`src/logic/ctc_consts.svh`:
```
`ifndef CTC_CONSTS_SVH
`define CTC_CONSTS_SVH

// Register indices; byte address is four times the index
`define CTC_IDX_CFG 6'h13
`define CTC_IDX_OCH 6'h14
`define CTC_IDX_OCL 6'h15
`define CTC_IDX_GNH 6'h16
`define CTC_IDX_GNL 6'h17

// Slot numbers inside the bank
`define CTC_SLOT_CFG 3'h0
`define CTC_SLOT_OCH 3'h1
`define CTC_SLOT_OCL 3'h2
`define CTC_SLOT_GNH 3'h3
`define CTC_SLOT_GNL 3'h4
`define CTC_SLOT_NONE 3'h7
`define CTC_NUM_SLOTS 5

// Reset values
`define CTC_RST_CFG 16'h0000
`define CTC_RST_OCH 16'h0000
`define CTC_RST_OCL 16'h0000
`define CTC_RST_GNH 16'h8000
`define CTC_RST_GNL 16'h0000

// Writable-bit masks; zero bits are read-only zero
`define CTC_MSK_CFG 16'hffc7
`define CTC_MSK_HI 16'hffff
`define CTC_MSK_LO 16'hff00

// Field positions
`define CTC_SEL_LSB 0
`define CTC_SEL_MSB 1
`define CTC_CFG_RO_LSB 3
`define CTC_CFG_RO_MSB 5
`define CTC_LO_FLD_LSB 8
`define CTC_LO_FLD_MSB 15

`endif

```
`src/logic/ctc_pkg.sv`:
```
package ctc_pkg;

    // Source selection of the channel input
    typedef enum logic [1:0] {
        CTC_SRC_PAIR,
        CTC_SRC_SHORT,
        CTC_SRC_TPOS,
        CTC_SRC_TNEG
    } ctc_src_t;

    // Register word and calibration word
    typedef logic [15:0] ctc_word_t;
    typedef logic [23:0] ctc_trim_t;

endpackage : ctc_pkg

```
`src/logic/ctc_regs.sv`:
```
// Added by the designer: register access over APB.
`timescale 1ns/10ps
`include "ctc_consts.svh"
// Operation
// - Two-bit selector picks channel input source
// - Upper offset register holds offset bits 23:8
// - Lower offset upper byte; low byte zero
// - Upper gain register holds unsigned bits 23:8
// - Lower gain upper byte; low byte zero
// - Upper gain register resets to 8000h
// - Configuration register resets to 0000h
// - Upper offset register resets to 0000h
// - Lower offset register resets to 0000h
// - Lower gain register resets to 0000h
module ctc_regs
    import ctc_pkg::*;
#(
    parameter int AW = 8 // APB address width
) (
    input  wire logic          mclk,
    input  wire logic          nrst,
    input  wire logic          ce,
    input  wire logic          psel,
    input  wire logic          penable,
    input  wire logic          pwrite,
    input  wire logic [AW-1:0] paddr,
    input  wire logic [31:0]   pwdata,
    input  wire logic [3:0]    pstrb,
    output logic [31:0]        prdata,
    output logic               pready,
    output logic               pslverr,
    output ctc_src_t           chan2_source_select,
    output logic               chan2_pair_on,
    output logic               chan2_inputs_shorted,
    output logic               chan2_test_pos,
    output logic               chan2_test_neg,
    output ctc_trim_t          chan2_offset_trim,
    output ctc_trim_t          chan2_gain_trim
);

    // Address must at least cover the highest byte address
    if (AW < 8) begin : g_bad_aw
        $error("ctc_regs: AW must be at least 8");
    end

    // Reset values and masks per slot
    localparam ctc_word_t RST_V [`CTC_NUM_SLOTS] = '{
        `CTC_RST_CFG, `CTC_RST_OCH, `CTC_RST_OCL,
        `CTC_RST_GNH, `CTC_RST_GNL};
    localparam ctc_word_t MSK_V [`CTC_NUM_SLOTS] = '{
        `CTC_MSK_CFG, `CTC_MSK_HI, `CTC_MSK_LO,
        `CTC_MSK_HI, `CTC_MSK_LO};

    // Index compare; unaligned addresses never match
    function automatic logic idx_hit(
        input logic [AW-1:0] a,
        input logic [5:0]    idx
    );
        logic [AW-3:0] want;
        want = (AW-2)'(idx);
        return (a[1:0] == 2'b00) && (a[AW-1:2] == want);
    endfunction : idx_hit

    // Address to slot, used by read and write paths
    function automatic logic [2:0] ctc_slot(
        input logic [AW-1:0] a
    );
        logic [2:0] s;
        s = `CTC_SLOT_NONE;
        if (idx_hit(a, `CTC_IDX_CFG)) begin
            s = `CTC_SLOT_CFG;
        end else if (idx_hit(a, `CTC_IDX_OCH)) begin
            s = `CTC_SLOT_OCH;
        end else if (idx_hit(a, `CTC_IDX_OCL)) begin
            s = `CTC_SLOT_OCL;
        end else if (idx_hit(a, `CTC_IDX_GNH)) begin
            s = `CTC_SLOT_GNH;
        end else if (idx_hit(a, `CTC_IDX_GNL)) begin
            s = `CTC_SLOT_GNL;
        end
        return s;
    endfunction : ctc_slot

    ctc_word_t  reg_q [`CTC_NUM_SLOTS]; // Register contents
    logic [2:0] slot;                   // Decoded slot now
    logic       setup;                  // Request not yet answered
    logic       access;                 // Completing access phase
    logic       wr_go;                  // Write takes effect
    ctc_word_t  rd_word;                // Read mux output

    // Phase decode; pready rises one enabled cycle after a request is seen
    always_comb begin
        slot   = ctc_slot(paddr);
        setup  = psel && !pready;
        access = psel && penable && pready;
        wr_go  = access && pwrite && !pslverr;
    end

    // Register slots; read-only bits held by mask
    generate
        for (genvar i = 0; i < `CTC_NUM_SLOTS; i++) begin : g_reg
            ctc_field_reg #(
                .RST_VAL (RST_V[i]),
                .WR_MASK (MSK_V[i])
            ) u_reg (
                .mclk    (mclk),
                .nrst    (nrst),
                .ce      (ce),
                .wr_en   (wr_go && (slot == 3'(i))),
                .lane_en (pstrb[1:0]),
                .wdata   (pwdata[15:0]),
                .q       (reg_q[i])
            );
        end
    endgenerate

    // Read mux; unmapped slots return zero
    always_comb begin
        rd_word = 16'h0000;
        if (slot < 3'(`CTC_NUM_SLOTS)) begin
            rd_word = reg_q[slot];
        end
    end

    // Answer one cycle after a request is seen, so access completes
    // at once; a request met by low ce simply waits. ce must not
    // fall in an access cycle: pready, a flop, cannot be taken back.
    always_ff @(posedge mclk or negedge nrst) begin
        if (!nrst) begin
            pready <= 1'b0;
        end else if (ce) begin
            pready <= setup;
        end
    end

    // Error flag for unmapped or unaligned addresses
    always_ff @(posedge mclk or negedge nrst) begin
        if (!nrst) begin
            pslverr <= 1'b0;
        end else if (ce) begin
            pslverr <= setup && (slot == `CTC_SLOT_NONE);
        end
    end

    // Read data latched in setup; upper half always zero
    always_ff @(posedge mclk or negedge nrst) begin
        if (!nrst) begin
            prdata <= 32'h0000_0000;
        end else if (ce) begin
            if (setup && !pwrite) begin
                prdata <= {16'h0000, rd_word};
            end else if (!psel) begin
                prdata <= 32'h0000_0000;
            end
        end
    end

    // Source selector copied from the config register
    always_ff @(posedge mclk or negedge nrst) begin
        if (!nrst) begin
            chan2_source_select <= CTC_SRC_PAIR;
        end else if (ce) begin
            chan2_source_select <= ctc_src_t'(
                reg_q[`CTC_SLOT_CFG][`CTC_SEL_MSB:`CTC_SEL_LSB]);
        end
    end

    // One-hot input path controls for the analog front
    always_ff @(posedge mclk or negedge nrst) begin
        if (!nrst) begin
            chan2_pair_on        <= 1'b1;
            chan2_inputs_shorted <= 1'b0;
            chan2_test_pos       <= 1'b0;
            chan2_test_neg       <= 1'b0;
        end else if (ce) begin
            chan2_pair_on        <= 1'b0;
            chan2_inputs_shorted <= 1'b0;
            chan2_test_pos       <= 1'b0;
            chan2_test_neg       <= 1'b0;
            case (ctc_src_t'(reg_q[`CTC_SLOT_CFG][1:0]))
                CTC_SRC_PAIR:  chan2_pair_on        <= 1'b1;
                CTC_SRC_SHORT: chan2_inputs_shorted <= 1'b1;
                CTC_SRC_TPOS:  chan2_test_pos       <= 1'b1;
                CTC_SRC_TNEG:  chan2_test_neg       <= 1'b1;
                default:       chan2_pair_on        <= 1'b1;
            endcase
        end
    end

    // Signed offset word joined from its two halves.
    // Halves are written separately, so a torn value can
    // show for one write gap; the data path must tolerate it.
    always_ff @(posedge mclk or negedge nrst) begin
        if (!nrst) begin
            chan2_offset_trim <= {RST_V[`CTC_SLOT_OCH],
                RST_V[`CTC_SLOT_OCL][`CTC_LO_FLD_MSB:`CTC_LO_FLD_LSB]};
        end else if (ce) begin
            chan2_offset_trim <= {reg_q[`CTC_SLOT_OCH],
                reg_q[`CTC_SLOT_OCL][`CTC_LO_FLD_MSB:`CTC_LO_FLD_LSB]};
        end
    end

    // Unsigned gain word; 800000h is unity
    always_ff @(posedge mclk or negedge nrst) begin
        if (!nrst) begin
            chan2_gain_trim <= {RST_V[`CTC_SLOT_GNH],
                RST_V[`CTC_SLOT_GNL][`CTC_LO_FLD_MSB:`CTC_LO_FLD_LSB]};
        end else if (ce) begin
            chan2_gain_trim <= {reg_q[`CTC_SLOT_GNH],
                reg_q[`CTC_SLOT_GNL][`CTC_LO_FLD_MSB:`CTC_LO_FLD_LSB]};
        end
    end

    // Checks

    logic [`CTC_NUM_SLOTS-1:0] wr_seen_q; // Slot written since reset

    // Tracks which slots have seen a write
    always_ff @(posedge mclk or negedge nrst) begin
        if (!nrst) begin
            wr_seen_q <= '0;
        end else if (ce) begin
            for (int k = 0; k < `CTC_NUM_SLOTS; k++) begin
                if (wr_go && slot == 3'(k)) begin
                    wr_seen_q[k] <= 1'b1;
                end
            end
        end
    end
endmodule : ctc_regs

```
`src/logic/ctc_field_reg.sv`:
```
`timescale 1ns/10ps
// One 16-bit register with per-bit write mask and byte lanes
module ctc_field_reg
    import ctc_pkg::*;
#(
    parameter ctc_word_t RST_VAL = 16'h0000,
    parameter ctc_word_t WR_MASK = 16'hffff
) (
    input  wire logic      mclk,
    input  wire logic      nrst,
    input  wire logic      ce,
    input  wire logic      wr_en,
    input  wire logic [1:0] lane_en,
    input  wire ctc_word_t wdata,
    output ctc_word_t      q
);

    ctc_word_t be_mask; // Byte lanes widened to bits

    // Lanes widen to full bit masks
    always_comb begin
        be_mask = {{8{lane_en[1]}}, {8{lane_en[0]}}};
    end

    // Read-only bits never change from their reset value
    always_ff @(posedge mclk or negedge nrst) begin
        if (!nrst) begin
            q <= RST_VAL;
        end else if (ce && wr_en) begin
            q <= (q & ~(WR_MASK & be_mask))
               | (wdata & WR_MASK & be_mask);
        end
    end

endmodule : ctc_field_reg

```
`config.mk`:
```
export PLATFORM = sky130hd
export DESIGN_NAME = ctc_regs
export DESIGN_NICKNAME = d
export VERILOG_FILES = /design/src/logic/ctc_pkg.sv /design/src/logic/ctc_regs.sv /design/src/logic/ctc_field_reg.sv
export VERILOG_INCLUDE_DIRS = /design/src /design/src/logic
export SDC_FILE = /design/constraint.sdc
export NUM_CORES = 1
export LEC_CHECK = 0
export ABC_AREA = 1
export BUFFER_PORTS_ARGS = -buffer_cell sky130_fd_sc_hd__buf_2
export CAP_MARGIN = 10
export CORE_MARGIN = 1
export CORE_UTILIZATION = 53
export CTS_CLUSTER_DIAMETER = 100
export DETAILED_ROUTE_END_ITERATION = 7
export MAX_ROUTING_LAYER = met4
export PLACE_DENSITY = 0.77
export SLEW_MARGIN = 20
export SYNTH_ARGS = -nofsm -noshare
export SYNTH_HDL_FRONTEND = slang
export SYNTH_HIERARCHICAL = 1
export SYNTH_SLANG_ARGS = --single-unit
```
`constraint.sdc`:
```
create_clock -name mclk -period 3.3 [get_ports mclk]
set_clock_uncertainty 0.2 [all_clocks]
set_input_delay 0.33 -clock mclk [delete_from_list [all_inputs] [get_ports mclk]]
set_output_delay 0.33 -clock mclk [all_outputs]
set_load 0.005 [all_outputs]
```
======== Yosys cells after proc, flatten, opt, wreduce, memory -nomap -nowiden ========
Index checks and enable logic that the tools add are counted.
storage, ports and cells
  bits in registers ....................... 168
  output and inout port bits .............. 88
  input port bits ......................... 50
operators by class
  mux-type cells .......................... 15
  magnitude comparators ................... 2
  equality and inequality tests ........... 14
  reductions and logical operators ........ 29
  bitwise logic cells ..................... 17
operators by type and width
  operator                                                count
  AND 16 bit                                              8
  OR 16 bit                                               5
  2-to-1 mux 32 bit                                       2
  binary-select mux 16 bit (select 3 bit)                 1
  2-to-1 mux 16 bit                                       3
  NOT 16 bit                                              3
  == test 6 x 5 -> 1 bit (second input constant)          5
  logical AND 1 bit                                       22
  2-to-1 mux 3 bit                                        4
  == test 3 x 2 -> 1 bit (second input constant)          2
  == test 3 bit (second input constant)                   2
  == test 2 bit (second input constant)                   2
  >= comparator 4 bit (second input constant)             1
  zero test 2 bit                                         2
  2-to-1 mux 1 bit                                        4
  NOT 3 -> 4 bit                                          1
  == test 3 x 1 -> 1 bit (second input constant)          1
  zero test 1 bit                                         3
  zero test 3 bit                                         1
  less-than comparator 3 bit (second input constant)      1
  == test 2 x 1 -> 1 bit (second input constant)          1
  2-to-1 mux 2 bit                                        1
  inequality test 2 x 1 -> 1 bit (second input constant)  1
  AND reduction 2 bit                                     1

======== Depth between registers and ports, before layout ========
Gate-level depths: netlist of run 1.
  word-level depth ........................ 13
  depth in mapped cells ................... 13

======== Cells and area by module ========
Netlist of run 1, hierarchy kept.
by module, submodules not included
  module                               times used  area each (µm²)  cells an instance
  ctc_regs                             1           4076.4           535
  ctc_field_reg at g_reg[2].u_reg ...  2           425.4            45
  ctc_field_reg at g_reg[3].u_reg      1           737.0            72
  ctc_field_reg at g_reg[1].u_reg      1           735.7            72
  ctc_field_reg at g_reg[0].u_reg      1           558.0            61

======== Worst setup path after synthesis of run 1 ========
OpenSTA, ideal clock, no wires.
  path type ............................... input-to-reg
  start point ............................. input paddr[0]
  end point ............................... register (tool-made name)
  data arrival time ....................... 1.655 ns
  slack ................................... 1.327 ns
  library setup time ...................... 0.118 ns
  buffers on the path ..................... 1
  cell stages on the path ................. 11
  required time ........................... 2.982 ns
  cell sequence ........................... inv_2 -> nand2_1 -> nor2_4 -> buf_6 -> nand2_2 -> inv_2 -> nand2_1 -> nor2_1 -> nand3_1 -> nand2_1 -> nand2_1
RTL lines
  element             RTL line        source
  start: declaration  ctc_regs.sv:26  input wire logic [AW-1:0] paddr,

==> out/qor.txt, run 1 <==
outcome: finished clean
RSZ-0062 raised after global routing: no
chip height: 116.6 um
Yosys reg bits: 133
crit-path max FO: 19
placement row count: 41
Starting Density: 54.69%
post-synth top area cell: dfrtp_1
top cell type's share of synthesized area: 46.75%
Cell Area, Synth: 6958 um^2
critical path required time: 3.41 ns
Place WS: 0.3469 ns
CTS clk-pin slew, worst paths: 0.06 ns
period utilization: 77.92%
DR WL/cell: 14.88 um
PortBufs: 103
share of layout cells above drive strength 1: 20.39%
syn avg cell area: 8.383 um^2
max-slew violations: 0
first-pass GRT wire length: 26.90 mm
DR vias: 5819
Slew headroom: 36.25%
Inserted Diodes: 0
count leader, synth: nand2_1
initial DRC count: 450
max incr delay on CP: 0.51 ns
largest net degree at the start of global routing: 160
r2r startpoint: pready
CTS tree: yes
Post-CTS Setup Bufs: 0
Hold Crit Start: pwdata[7]
clock sink count: 133
CP dominant cell by count: nand2_1
critical path arrival: 2.68 ns
area delta synth->final: 14.35%
post-synth cell types: 33
Least-Margin Pin Slew: 0.9527 ns
Area contributors post-synth: dfrtp_1 (47%), nand2_1 (17%), nand4_1 (5.5%)
antenna violations before repair: 0
clk_lat worst skew: 0.42 ns
synth cell count leaders: nand2_1 (310), dfrtp_1 (130), nand4_1 (61)
post-route ant nets: 0
total power: 0.003866 W
final WL: 16.43 mm
maximum capacitance violations: 0
min cycle time layout: 2.571 ns
Setup violations, final: 0
Gate Count Post-Synth: 830
Top FF cell, synth: dfrtp_1
Num CTS Buffers: 17
CTS H-tree lvls: 4
CP Class: in -> reg
Crit. End Element: register
final hold violations: 0
fmax: 0.3889 GHz
GRT Residual Overflow: 0
Yosys Warn Count: 6
setup TNS: 0 ns
Worst path top cell family by delay: simple AND/OR/NAND/NOR gates
worst reg-to-reg path cell count: 7
CP cell instances: buf_2 > inv_1 > nand2_1 > o21ai_0 > nand2_2 > inv_2 > nand2_1 > nor2_1 > nand3_1 > nand2_1 > nand2_1
worst-case clock buffer depth: 2
Clock Tree Root: clkbuf_16
Total GRT Usage: 27.15%
vias in the first global route: 5540
PwrDens: 485.9 nW/um^2
global placer's final weighted congestion: 0.8815
min-delay worst type: in -> reg
placed wire-length estimate: 10.84 mm
DRT Pass-1 Iters: 5
Nets: 969
worst hold slack: 0.01169 ns
DIE AREA: 13590 um^2
Ports: 138
Worst Hold Depth: 3
Peak supply drop: 0.3853 mV
final worst slack: 0.7286 ns
final design utilization: 62.54%
share of async-settable or async-resettable flops after synthesis: 100.0%
post-synthesis sequential area ratio: 47.89%
CTS resizes: 0
chip width: 116.6 um
critical-path cell with the highest stage delay: nor2_1
Residual DRC: 0
drt via density: 5.271
startpoint types: primary input
Leakage: 4.270 nW
Core ar.: 12720 um^2
EDFF count, synth: 0
reg2reg setup slack: 1.02 ns
buffers plus inverters on the worst setup path: 3
[through the flow]
step / cells / cell area, um^2
finish: 1104 / 7956
global route: 1104 / 7956
CTS: 1104 / 7956
detailed placement: 1062 / 7246
global placement: 1062 / 7246
floorplan: 861 / 7074
[worst reg2reg max path: cells and delay by family, from the launching register on]
family	cells	cell delay [ns]
flops	1	0.39
simple gates	7	1.59
[layer usage]
layer / track usage, % / wire length (um) / vias up
met4: 11.05 / 461 / 0
met1: 34.88 / 7123 / 2736
met3: 6.642 / 1046 / 42
li1: - / - / 2813
met5: - / 0 / -
met2: 41.34 / 7795 / 228
[power by group]
group          leakage [nW]  internal (W)  switching, W
clock                 0.292       0.00123      0.000706
sequential             1.80       0.00166     0.0000173
combinational          2.18     0.0000796      0.000174
total                  4.27       0.00297      0.000898
[logic make-up after synthesis]
kind of cell	after synthesis	synth area share, %
other cells	4	0.2157
mux	17	2.751
simple gates	485	32.60
compound gates	57	4.154
flops	133	47.89
buf+inv	134	12.39
[worst max-delay path by stage]
stage             start        to  slack [ns]  cells after the start
2_1_floorplan  paddr[0]  register        1.33                     11
3_3_place_gp   paddr[5]  register        0.42                     11
3_5_place_dp   paddr[5]  register        0.35                     11
4_1_cts        paddr[5]  register        0.75                     11
5_1_grt        paddr[5]  register        0.46                     11
6_report       paddr[5]  register        0.73                     11
[placed cells by master (no fill, tap or decap), drive strengths merged]
| master | n |
|---|---|
| nor4 | 2 |
| dfstp | 3 |
| o22ai | 3 |
| clkbuf | 20 |
| conb | 35 |
| nor3 | 1 |
| o21ai | 22 |
| bufinv | 3 |
| buf | 114 |
| nand3b | 29 |
| inv | 48 |
| clkinvlp | 3 |
| dlygate4sd3 | 10 |
| mux2 | 17 |
| clkinv | 7 |
| nand3 | 35 |
| a21oi | 32 |
| dfrtp | 130 |
| nand4 | 61 |
| nand2 | 317 |
| nor2 | 40 |
[area by class of cell]
cell class / instances / area [um^2]
clock buffers: 20 / 456.7
clock inverters: 12 / 153.9
fillers: 1099 / 4766
inverters: 49 / 185.2
multi-input cells: 594 / 2885
flip-flops and latches: 133 / 3332
well taps: 172 / 215.2
repair buffers: 124 / 728.2
[repair_timing]
action | CTS | global route
hold buffers | 10 | 0
hold endpoints to repair | 55 | 0
endpoints found under the setup margin | 0 | 0
(Power assumes the default switching activity.)
==> run 2: changes to the inputs <==
==> constraint.sdc (replaced) <==
create_clock -name mclk -period 2.5 [get_ports mclk]
set_clock_uncertainty 0.2 [all_clocks]
set_input_delay 0.25 -clock mclk [delete_from_list [all_inputs] [get_ports mclk]]
set_output_delay 0.25 -clock mclk [all_outputs]
set_load 0.005 [all_outputs]
==> run 2 against run 1 <==
Effect of this change: sequential power up 32%; non-clock buffer count is 20 higher; first-iteration DRC count up 14%; global-route usage increased by 0.29 points; combinational power is 42% higher; sequential share of layout area decreased by 0.89 points; die area unchanged; setup slack worse by 0.27 ns; via count decreased by 0.24%; critical path depth fell by 2; highest routed layer unchanged.
==> out/qor.txt, run 2 (synthesis gave the netlist of run 1 again) <==
min-delay worst type: in -> reg
Slew headroom: 63.17%
RSZ-0062 raised after global routing: no
Crit. End Element: register
Peak supply drop: 0.5289 mV
max incr delay on CP: 0.52 ns
antenna violations before repair: 0
chip height: 116.6 um
worst-case clock buffer depth: 2
Num CTS Buffers: 17
Ports: 138
CTS tree: yes
Inserted Diodes: 0
CTS H-tree lvls: 4
DR vias: 5805
DRT Pass-1 Iters: 5
GRT Residual Overflow: 0
area delta synth->final: 16.83%
share of layout cells above drive strength 1: 21.11%
first-pass GRT wire length: 27.06 mm
initial DRC count: 514
DR WL/cell: 14.65 um
critical-path cell with the highest stage delay: dlygate4sd3_1
PortBufs: 103
CTS clk-pin slew, worst paths: 0.06 ns
clk_lat worst skew: 0.42 ns
CP Class: in -> reg
most frequent cells in the layout: nand2_1 (310), dfrtp_1 (130), buf_2 (101)
PwrDens: 621.0 nW/um^2
Nets: 989
global placer's final weighted congestion: 0.8790
outcome: finished clean
placement row count: 41
startpoint types: primary input
buffers plus inverters on the worst setup path: 2
CP dominant cell by count: nand2_1
placed wire-length estimate: 11.18 mm
chip width: 116.6 um
vias in the first global route: 5346
DIE AREA: 13590 um^2
post-route ant nets: 0
CP cell instances: dlygate4sd3_1 > buf_2 > nand3_1 > nor2_1 > nand2_1 > nor2_1 > nand3_1 > nand2_1 > nand2_1
Starting Density: 54.69%
Core ar.: 12720 um^2
period utilization: 81.60%
Leakage: 4.367 nW
crit-path max FO: 8
drt via density: 5.165
Clock Tree Root: clkbuf_16
commonest non-fill, non-tap cell in the layout: nand2_1
Total GRT Usage: 27.44%
max-slew violations: 0
Setup violations, final: 0
final WL: 16.46 mm
Residual DRC: 0
Least-Margin Pin Slew: 0.5524 ns
critical path arrival: 2.15 ns
critical path required time: 2.61 ns
min cycle time layout: 2.040 ns
clock sink count: 133
final hold violations: 0
setup TNS: 0 ns
maximum capacitance violations: 0
fmax: 0.4902 GHz
largest net degree at the start of global routing: 58
Worst path top cell family by delay: simple AND/OR/NAND/NOR gates
worst hold slack: 0.08520 ns
run 2: changes by cell type in the layout (fill, tap and decap cells not counted), sizes merged:
cell         change
buf             +12
clkbuf           +3
clkinv           -1
dlygate4sd3      +8
clkinvlp         -1
bufinv           -1
run 2: per-stage QoR:
stage	utilization, %	setup WS (ns)	power (W)	cell area, um^2	std cells
after floorplan	-	0.6070	0.002476	7074	861
after global placement	57.86	0.3220	0.002588	7361	1074
after detailed placement	57.86	0.2718	0.002592	7361	1074
after CTS	63.90	0.4505	0.005067	8129	1124
after global routing	63.90	0.2721	0.005217	8129	1124
final	63.90	0.4599	0.005048	8129	1124
run 2: path summary, 6_finish.rpt:
kind | end | depth (start not counted) | slack [ns] | from
min | register | 3 | 0.09 | pstrb[0]
max reg2reg | register | 8 | 0.46 | pslverr
min in group asynchronous | chan2_inputs_shorted | 2 | 0.15 | nrst
max | register | 9 | 0.46 | psel
min reg2reg | register | 2 | 0.27 | register
max in group asynchronous | asynchronous set/reset pin | 3 | 1.24 | nrst
run 2: worst register-to-register path, delay by kind of cell (launching register included):
| family | cells | cell delay (ns) |
|---|---|---|
| buf+inv | 1 | 0.10 |
| flops | 1 | 0.41 |
| simple gates | 7 | 1.22 |
run 2: per-layer routing:
metal	track usage, %	up-vias	part of all wire [%]
met2	43.20	168	49
li1	-	2856	-
met3	5.034	21	4.9
met4	8.354	0	1.3
met1	36.25	2760	45
met5	-	-	0
run 2: power breakdown:
part	switching (W)	internal, W
sequential	0.0000220	0.00220
clock	0.000906	0.00156
combinational	0.000236	0.000126
run 2: repair_timing:
item                                   4_1_cts  5_1_grt
hold buffers                                18        0
setup buffers                                0        0
gates resized for setup                      0        0
endpoints found under the hold margin      102        0
run 2: area by class of cell:
class / count / area, um^2
clock buffers: 23 / 488.0
clock inverters: 9 / 100.1
fillers: 1129 / 4593
inverters: 49 / 185.2
multi-input cells: 594 / 2885
flip-flops and latches: 133 / 3332
well taps: 172 / 215.2
repair buffers: 144 / 923.4
==> run 3: changes to the inputs <==
==> constraint.sdc (replaced) <==
create_clock -name mclk -period 2.1 [get_ports mclk]
set_clock_uncertainty 0.2 [all_clocks]
set_input_delay 0.21 -clock mclk [delete_from_list [all_inputs] [get_ports mclk]]
set_output_delay 0.21 -clock mclk [all_outputs]
set_load 0.005 [all_outputs]
==> run 3 against run 2 <==
Effect of this change: worst hold slack got worse by 0.061 ns; final area up 2.2%; sequential cell count did not move; cell count grew 0.53%; largest cell class unchanged.
==> out/qor.txt, run 3 (synthesis gave the netlist of run 1 again) <==
outcome: finished clean
Worst Hold Depth: 3
critical path arrival: 1.98 ns
setup TNS: 0 ns
min cycle time layout: 1.871 ns
Inserted Diodes: 0
DIE AREA: 13590 um^2
Residual DRC: 0
multi-input logic area: 2885 um^2
Layout fillers: 1078
CP Class: reg -> reg
clock sink count: 133
largest net degree at the start of global routing: 73
crit path from: pslverr
critical path required time: 2.21 ns
min-delay worst type: in -> reg
first-pass GRT wire length: 26.97 mm
final hold violations: 0
DRT Pass-1 Iters: 5
initial DRC count: 515
post-route ant nets: 0
Starting Density: 54.69%
chip height: 116.6 um
Leakage: 4.453 nW
CTS resizes: 0
worst-case clock buffer depth: 2
Num CTS Buffers: 17
RSZ-0062 raised after global routing: no
area delta synth->final: 19.40%
Total GRT Usage: 27.45%
Crit. End Element: register
Clock Tree Root: clkbuf_16
Post-Layout Cell Count: 1130
fmax: 0.5345 GHz
CTS tree: yes
placement row count: 41
DR WL/cell: 14.70 um
maximum capacitance violations: 0
startpoint types: register
vias in the first global route: 5485
chip width: 116.6 um
final WL: 16.62 mm
period utilization: 89.10%
worst reg-to-reg path cell count: 9
Ports: 138
share of layout cells above drive strength 1: 21.40%
PwrDens: 787.6 nW/um^2
clk_lat worst skew: 0.43 ns
Hold Crit Start: pstrb[1]
global placer's final weighted congestion: 0.8888
GRT Residual Overflow: 0
CTS H-tree lvls: 4
Setup violations, final: 0
Nets: 995
reg2reg setup slack: 0.23 ns
CTS clk-pin slew, worst paths: 0.06 ns
placed insts: 1079
drt via density: 5.236
commonest non-fill, non-tap cell in the layout: nand2_1
antenna violations before repair: 0
placed wire-length estimate: 11.31 mm
max-slew violations: 0
DR vias: 5917
r2r startpoint: pslverr
PortBufs: 103
crit-path max FO: 18
Core ar.: 12720 um^2
most frequent cells in the layout: nand2_1 (310), dfrtp_1 (130), buf_2 (101)
Peak supply drop: 0.8122 mV
Reg area: 3332 um^2
[run 3: cell types whose count changed in the layout (fill, tap and decap cells not counted), sizes merged]
| cell | delta |
|---|---|
| clkbuf | +2 |
| clkinvlp | -2 |
| bufinv | +4 |
| dlygate4sd3 | +1 |
| clkinv | -4 |
| buf | +5 |
[run 3: power by group]
group	switching (W)	total, W	internal (W)
Sequential	0.0000277	0.00264	0.00261
Combinational	0.000281	0.000435	0.000154
Clock	0.00108	0.00347	0.00239
[run 3: how the worst max path moves through the flow]
stage | end | slack [ns] | cells after the start
after floorplan | register | 0.25 | 11
after global placement | register | 0.07 | 12
after detailed placement | register | 0.03 | 12
after CTS | register | 0.22 | 9
after global routing | register | 0.06 | 9
final | register | 0.23 | 9
[run 3: cell type report]
type                    instances  area share, %
repair buffers                150          11.99
multi-input cells             594          34.73
inverters                      49          2.229
well taps                     172          2.590
flip-flops and latches        133          40.11
clock buffers                  25          6.084
clock inverters                 7          2.274
[run 3: worst max-delay path, stage by stage (launching register included)]
cell	delay, ns
dfrtp_1	0.39
inv_1	0.08
nand2_1	0.08
nor2_1	0.11
nand2_1	0.13
nor2_1	0.25
buf_12	0.20
nand3_4	0.14
nand2_1	0.11
nand2_1	0.06
[run 3: timing repair]
item,CTS,global route
hold endpoints to repair,193,0
hold buffers,19,0
setup buffers,0,0
[run 3: per-layer routing]
metal / up-vias / share of wire (%) / global-route usage [%]
met1: 2793 / 44 / 36.08
met5: - / 0 / -
li1: 2864 / - / -
met3: 35 / 6.2 / 4.982
met4: 0 / 2.3 / 12.07
met2: 225 / 48 / 41.78
[run 3: metrics by stage]
stage               total power (W)  hold WS, ns  setup WS (ns)  instance area [um^2]  utilization (%)
CTS                        0.006593     0.008713         0.2216                  8308            65.30
global route               0.006748      0.05081        0.05752                  8308            65.30
finish                     0.006543      0.02424         0.2290                  8308            65.30
detailed placement         0.003092     -0.02912        0.03012                  7423            58.35
global placement           0.003086     -0.03437        0.06935                  7423            58.35
floorplan                  0.002948      -0.2856         0.2470                  7074                -
